==> src/hdl/fspi_pkg.sv <==
// Constants shared by the parallel flash command controller.
// Assumes a 100 MHz system clock; all counts derive from it.
package fspi_pkg;

   ////////////////////////////////////////////////////////////////////////
   // Timing
   localparam int CLK_NS = 10;
   localparam int T_WP_NS = 40;
   localparam int T_RC_NS = 70;
   localparam int T_SETTLE_NS = 1000;
   localparam int WP_CYC = (T_WP_NS + CLK_NS - 1) / CLK_NS;
   localparam int RC_CYC = (T_RC_NS + CLK_NS - 1) / CLK_NS;
   localparam int SETTLE_CYC = (T_SETTLE_NS + CLK_NS - 1) / CLK_NS;

   ////////////////////////////////////////////////////////////////////////
   // Register map
   localparam logic [11:0] REG_CTRL = 12'h000;
   localparam logic [11:0] REG_ADDR = 12'h004;
   localparam logic [11:0] REG_WDATA = 12'h008;
   localparam logic [11:0] REG_RDATA = 12'h00C;
   localparam logic [11:0] REG_STATUS = 12'h010;
   localparam int CTRL_OP_LSB = 0;
   localparam int CTRL_START_BIT = 8;
   localparam int STAT_BUSY_BIT = 0;
   localparam int STAT_DONE_BIT = 1;
   localparam int STAT_MODE_LSB = 2;
   localparam int STAT_DQ7_BIT = 4;
   localparam int STAT_REFUSED_BIT = 5;
   localparam logic [15:0] WORD_RST = 16'h0000;

   ////////////////////////////////////////////////////////////////////////
   // Operation codes written to the control register
   localparam logic [3:0] OP_READ = 4'h0;
   localparam logic [3:0] OP_PROG = 4'h1;
   localparam logic [3:0] OP_SEC = 4'h2;
   localparam logic [3:0] OP_BLK = 4'h3;
   localparam logic [3:0] OP_CHIP = 4'h4;
   localparam logic [3:0] OP_ID = 4'h5;
   localparam logic [3:0] OP_CFI = 4'h6;
   localparam logic [3:0] OP_EXIT1 = 4'h7;
   localparam logic [3:0] OP_EXIT3 = 4'h8;

   // Device mode as tracked by the controller
   localparam logic [1:0] MODE_READ = 2'h0;
   localparam logic [1:0] MODE_ID = 2'h1;
   localparam logic [1:0] MODE_QUERY = 2'h2;

   ////////////////////////////////////////////////////////////////////////
   // Flash command words
   localparam logic [14:0] UNLK_A1 = 15'h5555;
   localparam logic [14:0] UNLK_A2 = 15'h2AAA;
   localparam logic [7:0] CODE_AA = 8'hAA;
   localparam logic [7:0] CODE_55 = 8'h55;
   localparam logic [7:0] CODE_PROG = 8'hA0;
   localparam logic [7:0] CODE_ERASE = 8'h80;
   localparam logic [7:0] CODE_SEC = 8'h30;
   localparam logic [7:0] CODE_BLK = 8'h50;
   localparam logic [7:0] CODE_CHIP = 8'h10;
   localparam logic [7:0] CODE_ID = 8'h90;
   localparam logic [7:0] CODE_CFI = 8'h98;
   localparam logic [7:0] CODE_EXIT = 8'hF0;
   localparam int SEC_LSB = 11;
   localparam int BLK_LSB = 15;

endpackage : fspi_pkg

==> src/hdl/fspi_pin_cycle.sv <==
// One asynchronous flash bus cycle (write or read) on the flash pins.
// Assumes fl_dq_in is synchronous to mclk; strobes last whole cycles.
`timescale 1ns/1ps
module fspi_pin_cycle import fspi_pkg::*; #(
   parameter int AW = 19,
   parameter int WP_CYC_P = WP_CYC,
   parameter int RC_CYC_P = RC_CYC
) (
   // Clock, reset, enable
   input wire logic mclk,
   input wire logic sys_rst,
   input wire logic clk_en,
   // Cycle request
   input wire logic go,
   input wire logic wr,
   input wire logic [AW-1:0] addr,
   input wire logic [15:0] wdata,
   output logic done,
   output logic [15:0] rdata,
   // Flash pins
   output logic fl_ce_n,
   output logic fl_oe_n,
   output logic fl_we_n,
   output logic [AW-1:0] fl_addr,
   output logic [15:0] fl_dq_out,
   output logic fl_dq_oe,
   input wire logic [15:0] fl_dq_in
);

   typedef enum logic [1:0] {P_IDLE, P_SETUP, P_STRB, P_HOLD} fspi_pin_e;

   fspi_pin_e state_ff;
   logic [7:0] cnt_ff;
   logic wr_ff;

   ////////////////////////////////////////////////////////////////////////
   // Strobe sequencing: whole-cycle pulses, far above the glitch filter
   always_ff @(posedge mclk) begin
      if (sys_rst) begin
         state_ff <= P_IDLE;
         cnt_ff <= 8'h00;
         wr_ff <= 1'b0;
         done <= 1'b0;
         rdata <= WORD_RST;
         fl_ce_n <= 1'b1;
         fl_oe_n <= 1'b1;
         fl_we_n <= 1'b1;
         fl_addr <= '0;
         fl_dq_out <= WORD_RST;
         fl_dq_oe <= 1'b0;
      end else if (clk_en) begin
         done <= 1'b0;
         case (state_ff)
            P_IDLE: begin
               if (go) begin
                  fl_ce_n <= 1'b0;
                  fl_addr <= addr;
                  fl_dq_out <= wdata;
                  fl_dq_oe <= wr;
                  wr_ff <= wr;
                  state_ff <= P_SETUP;
               end
            end
            P_SETUP: begin
               // Write strobe only with output gate high
               if (wr_ff) begin
                  fl_we_n <= 1'b0;
               end else begin
                  fl_oe_n <= 1'b0;
               end
               cnt_ff <= 8'h00;
               state_ff <= P_STRB;
            end
            P_STRB: begin
               cnt_ff <= cnt_ff + 8'h01;
               if ((wr_ff && cnt_ff == 8'(WP_CYC_P - 1)) ||
                   (!wr_ff && cnt_ff == 8'(RC_CYC_P - 1))) begin
                  fl_we_n <= 1'b1;
                  fl_oe_n <= 1'b1;
                  if (!wr_ff) begin
                     rdata <= fl_dq_in;
                  end
                  state_ff <= P_HOLD;
               end
            end
            P_HOLD: begin
               fl_ce_n <= 1'b1;
               fl_dq_oe <= 1'b0;
               done <= 1'b1;
               state_ff <= P_IDLE;
            end
            default: state_ff <= P_IDLE;
         endcase
      end
   end

endmodule : fspi_pin_cycle

==> src/hdl/fspi_host.sv <==
// Host controller for a 16-bit parallel NOR flash: APB registers in,
// unlock/command sequences, toggle polling and mode tracking out.
// Assumes APB and the flash data inputs are synchronous to mclk.
`timescale 1ns/1ps
module fspi_host import fspi_pkg::*; #(
   parameter int AW = 19,
   parameter int WP_CYC_P = WP_CYC,
   parameter int RC_CYC_P = RC_CYC,
   parameter int SETTLE_CYC_P = SETTLE_CYC
) (
   // Clock, reset, enable
   input wire logic mclk,
   input wire logic sys_rst,
   input wire logic clk_en,
   // APB slave
   input wire logic psel,
   input wire logic penable,
   input wire logic pwrite,
   input wire logic [11:0] paddr,
   input wire logic [31:0] pwdata,
   output logic [31:0] prdata,
   output logic pready,
   output logic pslverr,
   // Flash pins
   output logic fl_ce_n,
   output logic fl_oe_n,
   output logic fl_we_n,
   output logic [AW-1:0] fl_addr,
   output logic [15:0] fl_dq_out,
   output logic fl_dq_oe,
   input wire logic [15:0] fl_dq_in
);

   typedef enum logic [2:0] {
      S_IDLE, S_ISSUE, S_WAIT, S_POLL, S_POLL_WAIT, S_SETTLE
   } fspi_state_e;

   fspi_state_e state_ff;
   logic [3:0] op_ff;
   logic [2:0] step_ff;
   logic [AW-1:0] tgt_addr_ff;
   logic [15:0] wdata_ff;
   logic [15:0] rdata_ff;
   logic go_ff;
   logic bus_wr_ff;
   logic [AW-1:0] bus_addr_ff;
   logic [15:0] bus_data_ff;
   logic poll_first_ff;
   logic tog_ff;
   logic [7:0] settle_ff;
   logic done_ff;
   logic refused_ff;
   logic dq7_ff;
   logic [1:0] mode_ff;
   logic cyc_done;
   logic [15:0] bus_rdata;
   logic apb_wr;
   logic ctrl_start;
   logic cmd_go;
   logic last_step;
   logic needs_poll;
   logic fin_w;
   logic [31:0] rd_word;

   ////////////////////////////////////////////////////////////////////////
   // Helpers
   function automatic logic addr_mapped(input logic [11:0] a);
      if (a == REG_CTRL) addr_mapped = 1'b1;
      else if (a == REG_ADDR) addr_mapped = 1'b1;
      else if (a == REG_WDATA) addr_mapped = 1'b1;
      else if (a == REG_RDATA) addr_mapped = 1'b1;
      else if (a == REG_STATUS) addr_mapped = 1'b1;
      else addr_mapped = 1'b0;
   endfunction : addr_mapped

   function automatic logic op_valid(input logic [3:0] op);
      op_valid = (op <= OP_EXIT3);
   endfunction : op_valid

   function automatic logic [2:0] seq_len(input logic [3:0] op);
      case (op)
         OP_PROG: seq_len = 3'd4;
         OP_SEC, OP_BLK, OP_CHIP: seq_len = 3'd6;
         OP_ID, OP_CFI, OP_EXIT3: seq_len = 3'd3;
         default: seq_len = 3'd1;
      endcase
   endfunction : seq_len

   // Address and data word of one sequence cycle
   function automatic logic [AW+15:0] seq_word(input logic [3:0] op,
         input logic [2:0] st, input logic [AW-1:0] ta,
         input logic [15:0] wd);
      logic [AW-1:0] a;
      logic [7:0] c;
      a = AW'(UNLK_A1);
      c = CODE_AA;
      case (st)
         3'd0: begin
            if (op == OP_READ) a = ta;
            if (op == OP_EXIT1) c = CODE_EXIT;
         end
         3'd1: begin
            a = AW'(UNLK_A2);
            c = CODE_55;
         end
         3'd2: begin
            case (op)
               OP_PROG: c = CODE_PROG;
               OP_ID: c = CODE_ID;
               OP_CFI: c = CODE_CFI;
               OP_EXIT3: c = CODE_EXIT;
               default: c = CODE_ERASE;
            endcase
         end
         3'd4: begin
            a = AW'(UNLK_A2);
            c = CODE_55;
         end
         3'd5: begin
            case (op)
               OP_SEC: begin
                  a = {ta[AW-1:SEC_LSB], SEC_LSB'(0)};
                  c = CODE_SEC;
               end
               OP_BLK: begin
                  a = {ta[AW-1:BLK_LSB], BLK_LSB'(0)};
                  c = CODE_BLK;
               end
               default: c = CODE_CHIP;
            endcase
         end
         default: ;
      endcase
      // Upper byte held low in command cycles
      if (op == OP_PROG && st == 3'd3) seq_word = {ta, wd};
      else seq_word = {a, 8'h00, c};
   endfunction : seq_word

   ////////////////////////////////////////////////////////////////////////
   // APB slave: no wait states, answer taken in the access phase
   assign apb_wr = psel & penable & pready & pwrite & addr_mapped(paddr);
   assign ctrl_start = apb_wr && paddr == REG_CTRL && pwdata[CTRL_START_BIT];
   // Commands while busy are refused, never sent to the flash
   assign cmd_go = ctrl_start && state_ff == S_IDLE &&
                   op_valid(pwdata[CTRL_OP_LSB +: 4]);

   always_comb begin
      rd_word = 32'h0000_0000;
      if (paddr == REG_CTRL) begin
         rd_word[CTRL_OP_LSB +: 4] = op_ff;
      end else if (paddr == REG_ADDR) begin
         rd_word[AW-1:0] = tgt_addr_ff;
      end else if (paddr == REG_WDATA) begin
         rd_word[15:0] = wdata_ff;
      end else if (paddr == REG_RDATA) begin
         rd_word[15:0] = rdata_ff;
      end else if (paddr == REG_STATUS) begin
         rd_word[STAT_BUSY_BIT] = (state_ff != S_IDLE);
         rd_word[STAT_DONE_BIT] = done_ff;
         rd_word[STAT_MODE_LSB +: 2] = mode_ff;
         rd_word[STAT_DQ7_BIT] = dq7_ff;
         rd_word[STAT_REFUSED_BIT] = refused_ff;
      end
   end

   always_ff @(posedge mclk) begin
      if (sys_rst) begin
         pready <= 1'b0;
         pslverr <= 1'b0;
         prdata <= 32'h0000_0000;
      end else if (clk_en) begin
         pready <= psel & ~penable & ~pready;
         pslverr <= psel & ~penable & ~addr_mapped(paddr);
         prdata <= rd_word;
      end
   end

   // Software-written target, data and operation
   always_ff @(posedge mclk) begin
      if (sys_rst) begin
         tgt_addr_ff <= '0;
         wdata_ff <= WORD_RST;
         op_ff <= OP_READ;
      end else if (clk_en && apb_wr) begin
         if (paddr == REG_ADDR) begin
            tgt_addr_ff <= pwdata[AW-1:0];
         end else if (paddr == REG_WDATA) begin
            wdata_ff <= pwdata[15:0];
         end else if (cmd_go) begin
            op_ff <= pwdata[CTRL_OP_LSB +: 4];
         end
      end
   end

   ////////////////////////////////////////////////////////////////////////
   // Sequencer
   assign last_step = (step_ff == seq_len(op_ff) - 3'd1);
   assign needs_poll = (op_ff == OP_PROG || op_ff == OP_SEC ||
                        op_ff == OP_BLK || op_ff == OP_CHIP);
   assign fin_w = clk_en && ((state_ff == S_WAIT && cyc_done && last_step &&
                  !needs_poll) || (state_ff == S_SETTLE &&
                  settle_ff == 8'(SETTLE_CYC_P - 1)));

   always_ff @(posedge mclk) begin
      if (sys_rst) begin
         state_ff <= S_IDLE;
         step_ff <= 3'd0;
         go_ff <= 1'b0;
         bus_wr_ff <= 1'b0;
         bus_addr_ff <= '0;
         bus_data_ff <= WORD_RST;
         poll_first_ff <= 1'b0;
         tog_ff <= 1'b0;
         settle_ff <= 8'h00;
         rdata_ff <= WORD_RST;
      end else if (clk_en) begin
         go_ff <= 1'b0;
         case (state_ff)
            S_IDLE: begin
               if (cmd_go) begin
                  step_ff <= 3'd0;
                  state_ff <= S_ISSUE;
               end
            end
            S_ISSUE: begin
               go_ff <= 1'b1;
               bus_wr_ff <= (op_ff != OP_READ);
               {bus_addr_ff, bus_data_ff} <=
                  seq_word(op_ff, step_ff, tgt_addr_ff, wdata_ff);
               state_ff <= S_WAIT;
            end
            S_WAIT: begin
               if (cyc_done) begin
                  if (op_ff == OP_READ) begin
                     rdata_ff <= bus_rdata;
                  end
                  if (!last_step) begin
                     step_ff <= step_ff + 3'd1;
                     state_ff <= S_ISSUE;
                  end else if (needs_poll) begin
                     poll_first_ff <= 1'b1;
                     state_ff <= S_POLL;
                  end else begin
                     state_ff <= S_IDLE;
                  end
               end
            end
            S_POLL: begin
               go_ff <= 1'b1;
               bus_wr_ff <= 1'b0;
               bus_addr_ff <= tgt_addr_ff;
               state_ff <= S_POLL_WAIT;
            end
            S_POLL_WAIT: begin
               if (cyc_done) begin
                  tog_ff <= bus_rdata[6];
                  poll_first_ff <= 1'b0;
                  rdata_ff <= bus_rdata;
                  if (!poll_first_ff && bus_rdata[6] == tog_ff) begin
                     settle_ff <= 8'h00;
                     state_ff <= S_SETTLE;
                  end else begin
                     state_ff <= S_POLL;
                  end
               end
            end
            S_SETTLE: begin
               settle_ff <= settle_ff + 8'h01;
               if (settle_ff == 8'(SETTLE_CYC_P - 1)) begin
                  state_ff <= S_IDLE;
               end
            end
            default: state_ff <= S_IDLE;
         endcase
      end
   end

   ////////////////////////////////////////////////////////////////////////
   // Status: done and refused are sticky, write one clears, set wins
   always_ff @(posedge mclk) begin
      if (sys_rst) begin
         done_ff <= 1'b0;
         refused_ff <= 1'b0;
         dq7_ff <= 1'b0;
         mode_ff <= MODE_READ;
      end else if (clk_en) begin
         if (fin_w) begin
            done_ff <= 1'b1;
         end else if (apb_wr && paddr == REG_STATUS &&
                      pwdata[STAT_DONE_BIT]) begin
            done_ff <= 1'b0;
         end
         if (ctrl_start && !cmd_go) begin
            refused_ff <= 1'b1;
         end else if (apb_wr && paddr == REG_STATUS &&
                      pwdata[STAT_REFUSED_BIT]) begin
            refused_ff <= 1'b0;
         end
         if (fin_w && needs_poll) begin
            dq7_ff <= rdata_ff[7];
         end
         if (fin_w) begin
            case (op_ff)
               OP_ID: mode_ff <= MODE_ID;
               OP_CFI: mode_ff <= MODE_QUERY;
               OP_EXIT1, OP_EXIT3: mode_ff <= MODE_READ;
               default: ;
            endcase
         end
      end
   end

   fspi_pin_cycle #(
      .AW(AW),
      .WP_CYC_P(WP_CYC_P),
      .RC_CYC_P(RC_CYC_P)
   ) u_pins (
      .mclk(mclk),
      .sys_rst(sys_rst),
      .clk_en(clk_en),
      .go(go_ff),
      .wr(bus_wr_ff),
      .addr(bus_addr_ff),
      .wdata(bus_data_ff),
      .done(cyc_done),
      .rdata(bus_rdata),
      .fl_ce_n(fl_ce_n),
      .fl_oe_n(fl_oe_n),
      .fl_we_n(fl_we_n),
      .fl_addr(fl_addr),
      .fl_dq_out(fl_dq_out),
      .fl_dq_oe(fl_dq_oe),
      .fl_dq_in(fl_dq_in)
   );
endmodule : fspi_host

==> config.mk <==
export PLATFORM = sky130hd
export DESIGN_NAME = fspi_host
export DESIGN_NICKNAME = d
export VERILOG_FILES = /design/src/hdl/fspi_pkg.sv /design/src/hdl/fspi_pin_cycle.sv /design/src/hdl/fspi_host.sv
export SDC_FILE = /design/constraint.sdc
export NUM_CORES = 1
export LEC_CHECK = 0
export BUFFER_PORTS_ARGS = -buffer_cell sky130_fd_sc_hd__buf_4
export CORE_MARGIN = 5
export CORE_UTILIZATION = 55
export CTS_CLUSTER_SIZE = 24
export DETAILED_ROUTE_END_ITERATION = 10
export PLACE_DENSITY_LB_ADDON = 0.3
export SLEW_MARGIN = 20
export SYNTH_ARGS = -nofsm -noshare
export SYNTH_HDL_FRONTEND = slang
export SYNTH_SLANG_ARGS = --single-unit
==> constraint.sdc <==
create_clock -name mclk -period 2.9 [get_ports mclk]
set_clock_uncertainty 0.05 [all_clocks]
set_input_delay 0.435 -clock mclk [delete_from_list [all_inputs] [get_ports mclk]]
set_output_delay 0.435 -clock mclk [all_outputs]
set_load 0.01 [all_outputs]
Yosys cells after proc, flatten, opt, wreduce, memory -nomap -nowiden. Index checks and enable logic that the tools add are counted.

Add/sub/neg operators: 4. $lt $le $gt $ge: 1. Equal/unequal tests: 43. Mux-type cells: 70. Bitwise operators: 13. Reduce and logical (&&, ||, !) cells: 71.

Operators by type and width (number): $mux 16 (5); $pmux 19 s2 (2); $pmux 19 s3 (1); $mux 35 (1); $pmux 16 s2 (1); $pmux 8 s2 (2); $pmux 8 s4 (1); $pmux 7 s4 (1); $mux 3 (9); $eq 12x4->1 const B (2); $mux 1 (22); $reduce_and 4->1 (5); $logic_and 1x1->1 (19); $mux 19 (1); $pmux 3 s6 (1); $reduce_and 3->1 (6); $add 8x1->8 const B (2); $eq 4x3->1 const B (4); $mux 8 (2); $reduce_bool 2->1 (8); $mux 15 (1); $reduce_and 5->1 (3); $ne 2x2->1 const B (7); $pmux 7 s2 (1); other kinds (43) (95).

Bits in registers: 201. Input port bits: 66. Logic and storage cells: 233.

Depth between registers and ports, before layout.
Depth after elaboration: 15. Mapped depth: 11. Mapped depth without buffers: 9.

Modules after synthesis. A second synthesis with hierarchy kept.

Cells, all modules: 1007. Area, all modules: 8932.3 µm².

Modules (own cells, without submodules): fspi_host (instances 1, cells each 706, area an instance 6308.6 µm²); fspi_pin_cycle (instances 1, cells each 301, area an instance 2623.8 µm²).

Worst setup path before layout. Ideal clock, no wire load.

Path kind: flip-flop to flip-flop. From: register op_ff[1]. To: register step_ff[2]. Data arrival time: 2417 ps. Path slack: 332 ps. Stages on the path, launching flop included: 12. Cell sequence: dfxtp_1 -> clkbuf_1 -> nor3_2 -> or3_1 -> clkbuf_1 -> inv_1 -> ha_1 -> xnor2_1 -> nor4_1 -> a221oi_2 -> or4_1 -> o41ai_1.

Word-level cells in the longest chain between the ends: 7. Elaborated cells on any way between the ends: 14. Those cells by class: add/sub: 1; eq/ne: 9; mux: 1; reduce/logical: 3.

RTL lines: start, declared (RTL line fspi_host.sv:39) `logic [3:0] op_ff;`; start signal, assigned (RTL line fspi_host.sv:190) `op_ff <= pwdata[CTRL_OP_LSB +: 4];`; $eq 4x4->1 (tied with other cells) (RTL line fspi_host.sv:81) `case (op)`; $reduce_or 3->1 (RTL line fspi_host.sv:81); $pmux 3 s3 * (RTL line fspi_host.sv:81); $sub 3x1->3 * (RTL line fspi_host.sv:197) `assign last_step = (step_ff == seq_len(op_ff) - 3'd1);`; $eq 3x3->1 * (RTL line fspi_host.sv:197); $ne 2x2->1 (no source line) *; $reduce_and 5->1 (no source line) *; end signal, assigned (RTL line fspi_host.sv:238) `step_ff <= step_ff + 3'd1;`; end, declared (RTL line fspi_host.sv:40) `logic [2:0] step_ff;`.

Every way passes the cells marked *; elsewhere a longest branch is shown, timed or not. A chain may end at the register's enable or synchronous reset.

Worst setup path after layout.
From: register op_ff[1]. To: register mode_ff[0].

Word-level cells in the longest chain between the ends: 10. Elaborated cells on any way between the ends: 25. Those cells by class: add/sub: 1; eq/ne: 9; mux: 2; reduce/logical: 13.

RTL lines: $eq 4x4->1 (tied with other cells) (RTL line fspi_host.sv:81, fspi_host.sv:303); $reduce_or 3->1 (RTL line fspi_host.sv:81); $pmux 3 s3 (RTL line fspi_host.sv:81); $sub 3x1->3 (RTL line fspi_host.sv:197); $eq 3x3->1 (RTL line fspi_host.sv:197); $logic_and 1x1->1 (2 in series) (RTL line fspi_host.sv:200) `assign fin_w = clk_en && ((state_ff == S_WAIT && cyc_done && last_step &&`; $logic_or 1x1->1 (RTL line fspi_host.sv:201) `!needs_poll) || (state_ff == S_SETTLE &&`; $logic_and 1x1->1 (RTL line fspi_host.sv:200); $reduce_and 3->1 (no source line); end signal, assigned (RTL line fspi_host.sv:285) `mode_ff <= MODE_READ;`; end signal, assigned (RTL line fspi_host.sv:304) `OP_ID: mode_ff <= MODE_ID;`; end signal, assigned (RTL line fspi_host.sv:305) `OP_CFI: mode_ff <= MODE_QUERY;`; end, declared (RTL line fspi_host.sv:54) `logic [1:0] mode_ff;`.

Several ways; a longest one is shown, not always the timed one.

==> impl_metrics.xml <==
<?xml version="1.0" encoding="UTF-8"?>
<metrics>
  <group name="critical_path">
    <metric name="critical_path.cell_chain" unit="">or3b_2 &gt; a21oi_1 &gt; a21oi_1 &gt; ha_1 &gt; xor2_1 &gt; nand3_1 &gt; o31ai_2 &gt; a21oi_1 &gt; a211oi_1</metric>
    <metric name="setup.worst_path.start_class" unit="">flop</metric>
    <metric name="crit_required" unit="ns">3.25</metric>
    <metric name="cp.arrival" unit="ns">3.13</metric>
    <metric name="r2r_cells" unit="">9</metric>
    <metric name="cp_slowest_stage_delay" unit="ns">0.51</metric>
    <metric name="max_stage_delay_cell_worst_path" unit="">sky130_fd_sc_hd__or3b_2</metric>
    <metric name="cpMostUsedCell" unit="">sky130_fd_sc_hd__a21oi_1</metric>
    <metric name="critPathKind" unit="">reg -&gt; reg</metric>
    <metric name="worstSetupEndpointType" unit="">flop</metric>
    <metric name="critical_path.max_fanout" unit="">8</metric>
  </group>
  <group name="die">
    <metric name="initial_util" unit="">0.563</metric>
    <metric name="io_pins" unit="">139</metric>
    <metric name="die-width" unit="um">138</metric>
    <metric name="dieHeight" unit="um">138</metric>
    <metric name="coreArea" unit="mm2">0.0159</metric>
    <metric name="die-area" unit="mm2">0.0190</metric>
    <metric name="row_count" unit="">46</metric>
  </group>
  <group name="sta">
    <metric name="final_hold_viol_count" unit="">0</metric>
    <metric name="maxSlewHeadroom" unit="">0.352</metric>
    <metric name="rsz0062_at_grt" unit="">false</metric>
    <metric name="clock.fmax" unit="MHz">360</metric>
    <metric name="final_max_slew_viol_count" unit="">0</metric>
    <metric name="min_period" unit="ns">2.77</metric>
    <metric name="fin_setup_tns" unit="ns">0</metric>
    <metric name="setup-violations-final" unit="">0</metric>
    <metric name="worst_tran_pin_value" unit="ns">0.973</metric>
    <metric name="period_share" unit="">0.957</metric>
  </group>
  <group name="route">
    <metric name="wl_final" unit="um">22900</metric>
    <metric name="detail_route.iter0.violations" unit="">569</metric>
    <metric name="avgRoutedWirePerCell" unit="um">16.4</metric>
    <metric name="drt_pass1_iterations" unit="">5</metric>
    <metric name="final_antenna_net_count" unit="">0</metric>
    <metric name="detail_route.vias_per_cell" unit="">5.69</metric>
    <metric name="via_count" unit="">7983</metric>
    <metric name="drc" unit="">0</metric>
  </group>
  <group name="clock_tree">
    <metric name="cts_tree" unit="">built</metric>
    <metric name="post_cts.repair.setup_buffers" unit="">0</metric>
    <metric name="cts_made_buffers" unit="">22</metric>
    <metric name="cts_max_path_buffers" unit="">3</metric>
    <metric name="clock_sinks" unit="">201</metric>
    <metric name="cts.root.buffer_cell" unit="">sky130_fd_sc_hd__clkbuf_16</metric>
    <metric name="h-tree-depth" unit="">1</metric>
    <metric name="clkLatencyLatePin" unit="ns">0.51</metric>
    <metric name="cts.clk_slew.worst_paths" unit="ns">0.06</metric>
  </group>
  <group name="final_layout">
    <metric name="layout-drive-gt1-share" unit="">0.170</metric>
    <metric name="layout.area.seq" unit="mm2">0.00403</metric>
    <metric name="area_taken_by_multi_input_logic_gates" unit="mm2">0.00449</metric>
    <metric name="design_area" unit="mm2">0.0107</metric>
    <metric name="flow.area_growth_from_synthesis" unit="%">18.8</metric>
    <metric name="layout.filler_cells" unit="">1342</metric>
    <metric name="final_common_cell" unit="">sky130_fd_sc_hd__nand2_1</metric>
    <metric name="antenna-diode-count" unit="">0</metric>
    <metric name="layout_common_cells" unit="">sky130_fd_sc_hd__nand2_1 (204), sky130_fd_sc_hd__dfxtp_1 (200), sky130_fd_sc_hd__buf_4 (138), sky130_fd_sc_hd__a21oi_1 (120), sky130_fd_sc_hd__nor2_1 (117)</metric>
    <metric name="num-nets-final" unit="">1250</metric>
  </group>
  <group name="hold_path">
    <metric name="worst_hold_path.num_cells" unit="">3</metric>
    <metric name="hold_class" unit="">in -&gt; reg</metric>
  </group>
  <group name="pwr">
    <metric name="vdd_drop_max" unit="V">0.000403</metric>
    <metric name="post-layout-total-power" unit="W">0.00585</metric>
    <metric name="power_leakage" unit="nW">4.14</metric>
    <metric name="share_clk_of_total_power" unit="">0.494</metric>
    <metric name="cellInternalPower" unit="W">0.00461</metric>
    <metric name="share_comb_of_total_power" unit="">0.033</metric>
    <metric name="power_density" unit="mW/mm2">548</metric>
    <metric name="seq_power_share" unit="">0.473</metric>
    <metric name="total_switching_power" unit="W">0.00124</metric>
    <metric name="power.switching_fraction" unit="">0.212</metric>
  </group>
  <group name="synthesis">
    <metric name="synth_edf_count" unit="">0</metric>
    <metric name="synth-seq-cells" unit="">201</metric>
    <metric name="async_reset_ff_frac" unit="">0</metric>
    <metric name="post_synth_instance_area" unit="mm2">0.00898</metric>
    <metric name="synth_adder_area_share" unit="">0.0181</metric>
    <metric name="synthesized_area_fraction_occupied_by_ao_oa_aoi_and_oai_cells" unit="">0.168</metric>
    <metric name="ys_types" unit="">72</metric>
    <metric name="yosys.area_share.xor_xnor" unit="">0.0185</metric>
    <metric name="synth.mux.area_fraction" unit="">0.0652</metric>
    <metric name="syn_inst" unit="">1083</metric>
    <metric name="post_synth_and_or_nand_nor_area_fraction" unit="">0.224</metric>
    <metric name="yosys_most_used_dff" unit="">sky130_fd_sc_hd__dfxtp_1</metric>
    <metric name="synth.yosys.warnings" unit="">0</metric>
    <metric name="ys_seq_area_frac" unit="">0.448</metric>
    <metric name="avgSynthCellArea" unit="um2">8.30</metric>
    <metric name="synth_top_family_by_area" unit="">simple AND/OR/NAND/NOR gates</metric>
  </group>
  <group name="run">
    <metric name="drv_cap" unit="">0</metric>
  </group>
  <group name="global_routing">
    <metric name="first_pass_grt_wire_length" unit="um">36900</metric>
    <metric name="grt_start_max_net_pins" unit="">134</metric>
    <metric name="first_global_vias" unit="">7336</metric>
    <metric name="grt_use_total" unit="">0.238</metric>
    <metric name="antenna_violations_before_repair" unit="">0</metric>
    <metric name="globalRoute.totalOverflow" unit="">0</metric>
  </group>
  <group name="place">
    <metric name="place.detailed.hpwl" unit="um">15800</metric>
    <metric name="gp_congestion" unit="">0.879</metric>
    <metric name="dpl-instance-area" unit="mm2">0.00991</metric>
    <metric name="io_buffer_count" unit="">112</metric>
  </group>
  <group name="status">
    <metric name="status" unit="">finished, final reports clean</metric>
  </group>
</metrics>
-- per-stage QoR --
step	hold slack [ns]	std cells	worst slack, ns	utilization
floorplan	0.382	1095	0.332	-
global placement	0.389	1363	0.311	0.622
detailed placement	0.395	1363	0.215	0.622
CTS	0.0994	1402	0.159	0.670
global route	0.101	1402	0.00647	0.670
finish	0.103	1402	0.125	0.670
-- final timing paths --
path / start / endpoint / slack [ns]
worst max-delay path: op_ff[1] / mode_ff[0] / 0.13
worst min-delay path: fl_dq_in[11] / u_pins.rdata[11] / 0.10
worst max register to register: op_ff[1] / mode_ff[0] / 0.13
worst min register to register: bus_addr_ff[6] / u_pins.fl_addr[6] / 0.40
-- timing repair --
item                                    CTS  global route
resized for setup                         0             1
hold buffers                              0             0
endpoints found under the setup margin    0             1
-- synth_stat cells, types with 4 or more instances --
master / number / share of area
sky130_fd_sc_hd__nor3_1: 10 / 0.0056
sky130_fd_sc_hd__o2111ai_1: 6 / 0.0058
sky130_fd_sc_hd__buf_6: 7 / 0.0088
sky130_fd_sc_hd__a21oi_1: 120 / 0.067
sky130_fd_sc_hd__o22ai_1: 6 / 0.0042
sky130_fd_sc_hd__a211oi_1: 16 / 0.013
sky130_fd_sc_hd__o211ai_1: 5 / 0.0042
sky130_fd_sc_hd__a22o_1: 10 / 0.0097
sky130_fd_sc_hd__dfxtp_1: 201 / 0.45
sky130_fd_sc_hd__nor4_1: 7 / 0.0049
sky130_fd_sc_hd__nor2b_1: 11 / 0.0077
sky130_fd_sc_hd__and2_1: 6 / 0.0042
sky130_fd_sc_hd__mux2i_1: 45 / 0.050
sky130_fd_sc_hd__or4_1: 4 / 0.0033
sky130_fd_sc_hd__a31oi_1: 8 / 0.0056
sky130_fd_sc_hd__a22oi_1: 14 / 0.012
sky130_fd_sc_hd__buf_4: 13 / 0.011
sky130_fd_sc_hd__and3_1: 10 / 0.0070
sky130_fd_sc_hd__nor2_1: 117 / 0.049
sky130_fd_sc_hd__xor2_1: 16 / 0.016
sky130_fd_sc_hd__buf_1: 5 / 0.0021
sky130_fd_sc_hd__mux2_2: 10 / 0.013
sky130_fd_sc_hd__ha_1: 13 / 0.018
sky130_fd_sc_hd__clkbuf_1: 56 / 0.023
sky130_fd_sc_hd__nand3_1: 28 / 0.016
sky130_fd_sc_hd__or3_1: 9 / 0.0063
sky130_fd_sc_hd__inv_1: 17 / 0.0071
sky130_fd_sc_hd__nand4_1: 8 / 0.0056
sky130_fd_sc_hd__nand2_1: 204 / 0.085
sky130_fd_sc_hd__o21ai_0: 26 / 0.014
sky130_fd_sc_hd__buf_2: 6 / 0.0033
sky130_fd_sc_hd__nand2b_1: 7 / 0.0049
-- routing by layer --
metal	track usage	share of wire	vias to the layer above	wire length [um]
li1	-	-	3907	-
met1	0.340	0.45	3719	10200
met2	0.375	0.45	312	10300
met3	0.0336	0.080	45	1830
met4	0.0719	0.024	0	550
met5	0	0	-	0
-- flip-flops by register name, indices dropped and copies added, names as in the netlist, 4 cells and up --
| register | flops |
|---|---|
| op_ff | 4 |
| settle_ff | 8 |
| bus_addr_ff | 19 |
| wdata_ff | 16 |
| u_pins.rdata | 16 |
| tgt_addr_ff | 19 |
| rdata_ff | 16 |
| u_pins.fl_dq_out | 16 |
| u_pins.fl_addr | 19 |
| prdata | 19 |
| u_pins.cnt_ff | 8 |
| bus_data_ff | 16 |
-- critical path: cells and delay by family (launching register included) --
family,cells,cell delay [ns]
AOI/OAI and AO/OA,5,0.95
and+or+nand+nor,2,0.69
DFF,1,0.39
xor gates and xnor gates,1,0.33
adders and majority gates,1,0.29
-- layout make-up --
type | instances | share of cell area
multi-input combinational | 789 | 0.420
sequential | 201 | 0.377
timing repair buffer | 140 | 0.100
clock buffer | 32 | 0.0626
tap | 216 | 0.0253
clock inverter | 7 | 0.00902
inverter | 17 | 0.00598
-- power groups by stage --
stage / Combinational, W / Sequential (W) / Clock (W)
6_report: 0.000195 / 0.00277 / 0.00289
2_1_floorplan: 0.000111 / 0.00283 / 0
3_5_place_dp: 0.000191 / 0.00283 / 0
3_3_place_gp: 0.000192 / 0.00283 / 0
4_1_cts: 0.000193 / 0.00277 / 0.00292
5_1_grt: 0.000211 / 0.00276 / 0.00305
-- logic make-up after synthesis --
logic type                 count (synthesis)
other                                      1
buffers and inverters                    105
muxes                                     56
AOI/OAI and AO/OA                        242
DFF                                      201
and+or+nand+nor                          446
xor gates and xnor gates                  19
adders and majority gates                 13
(Power assumes the default switching activity.)
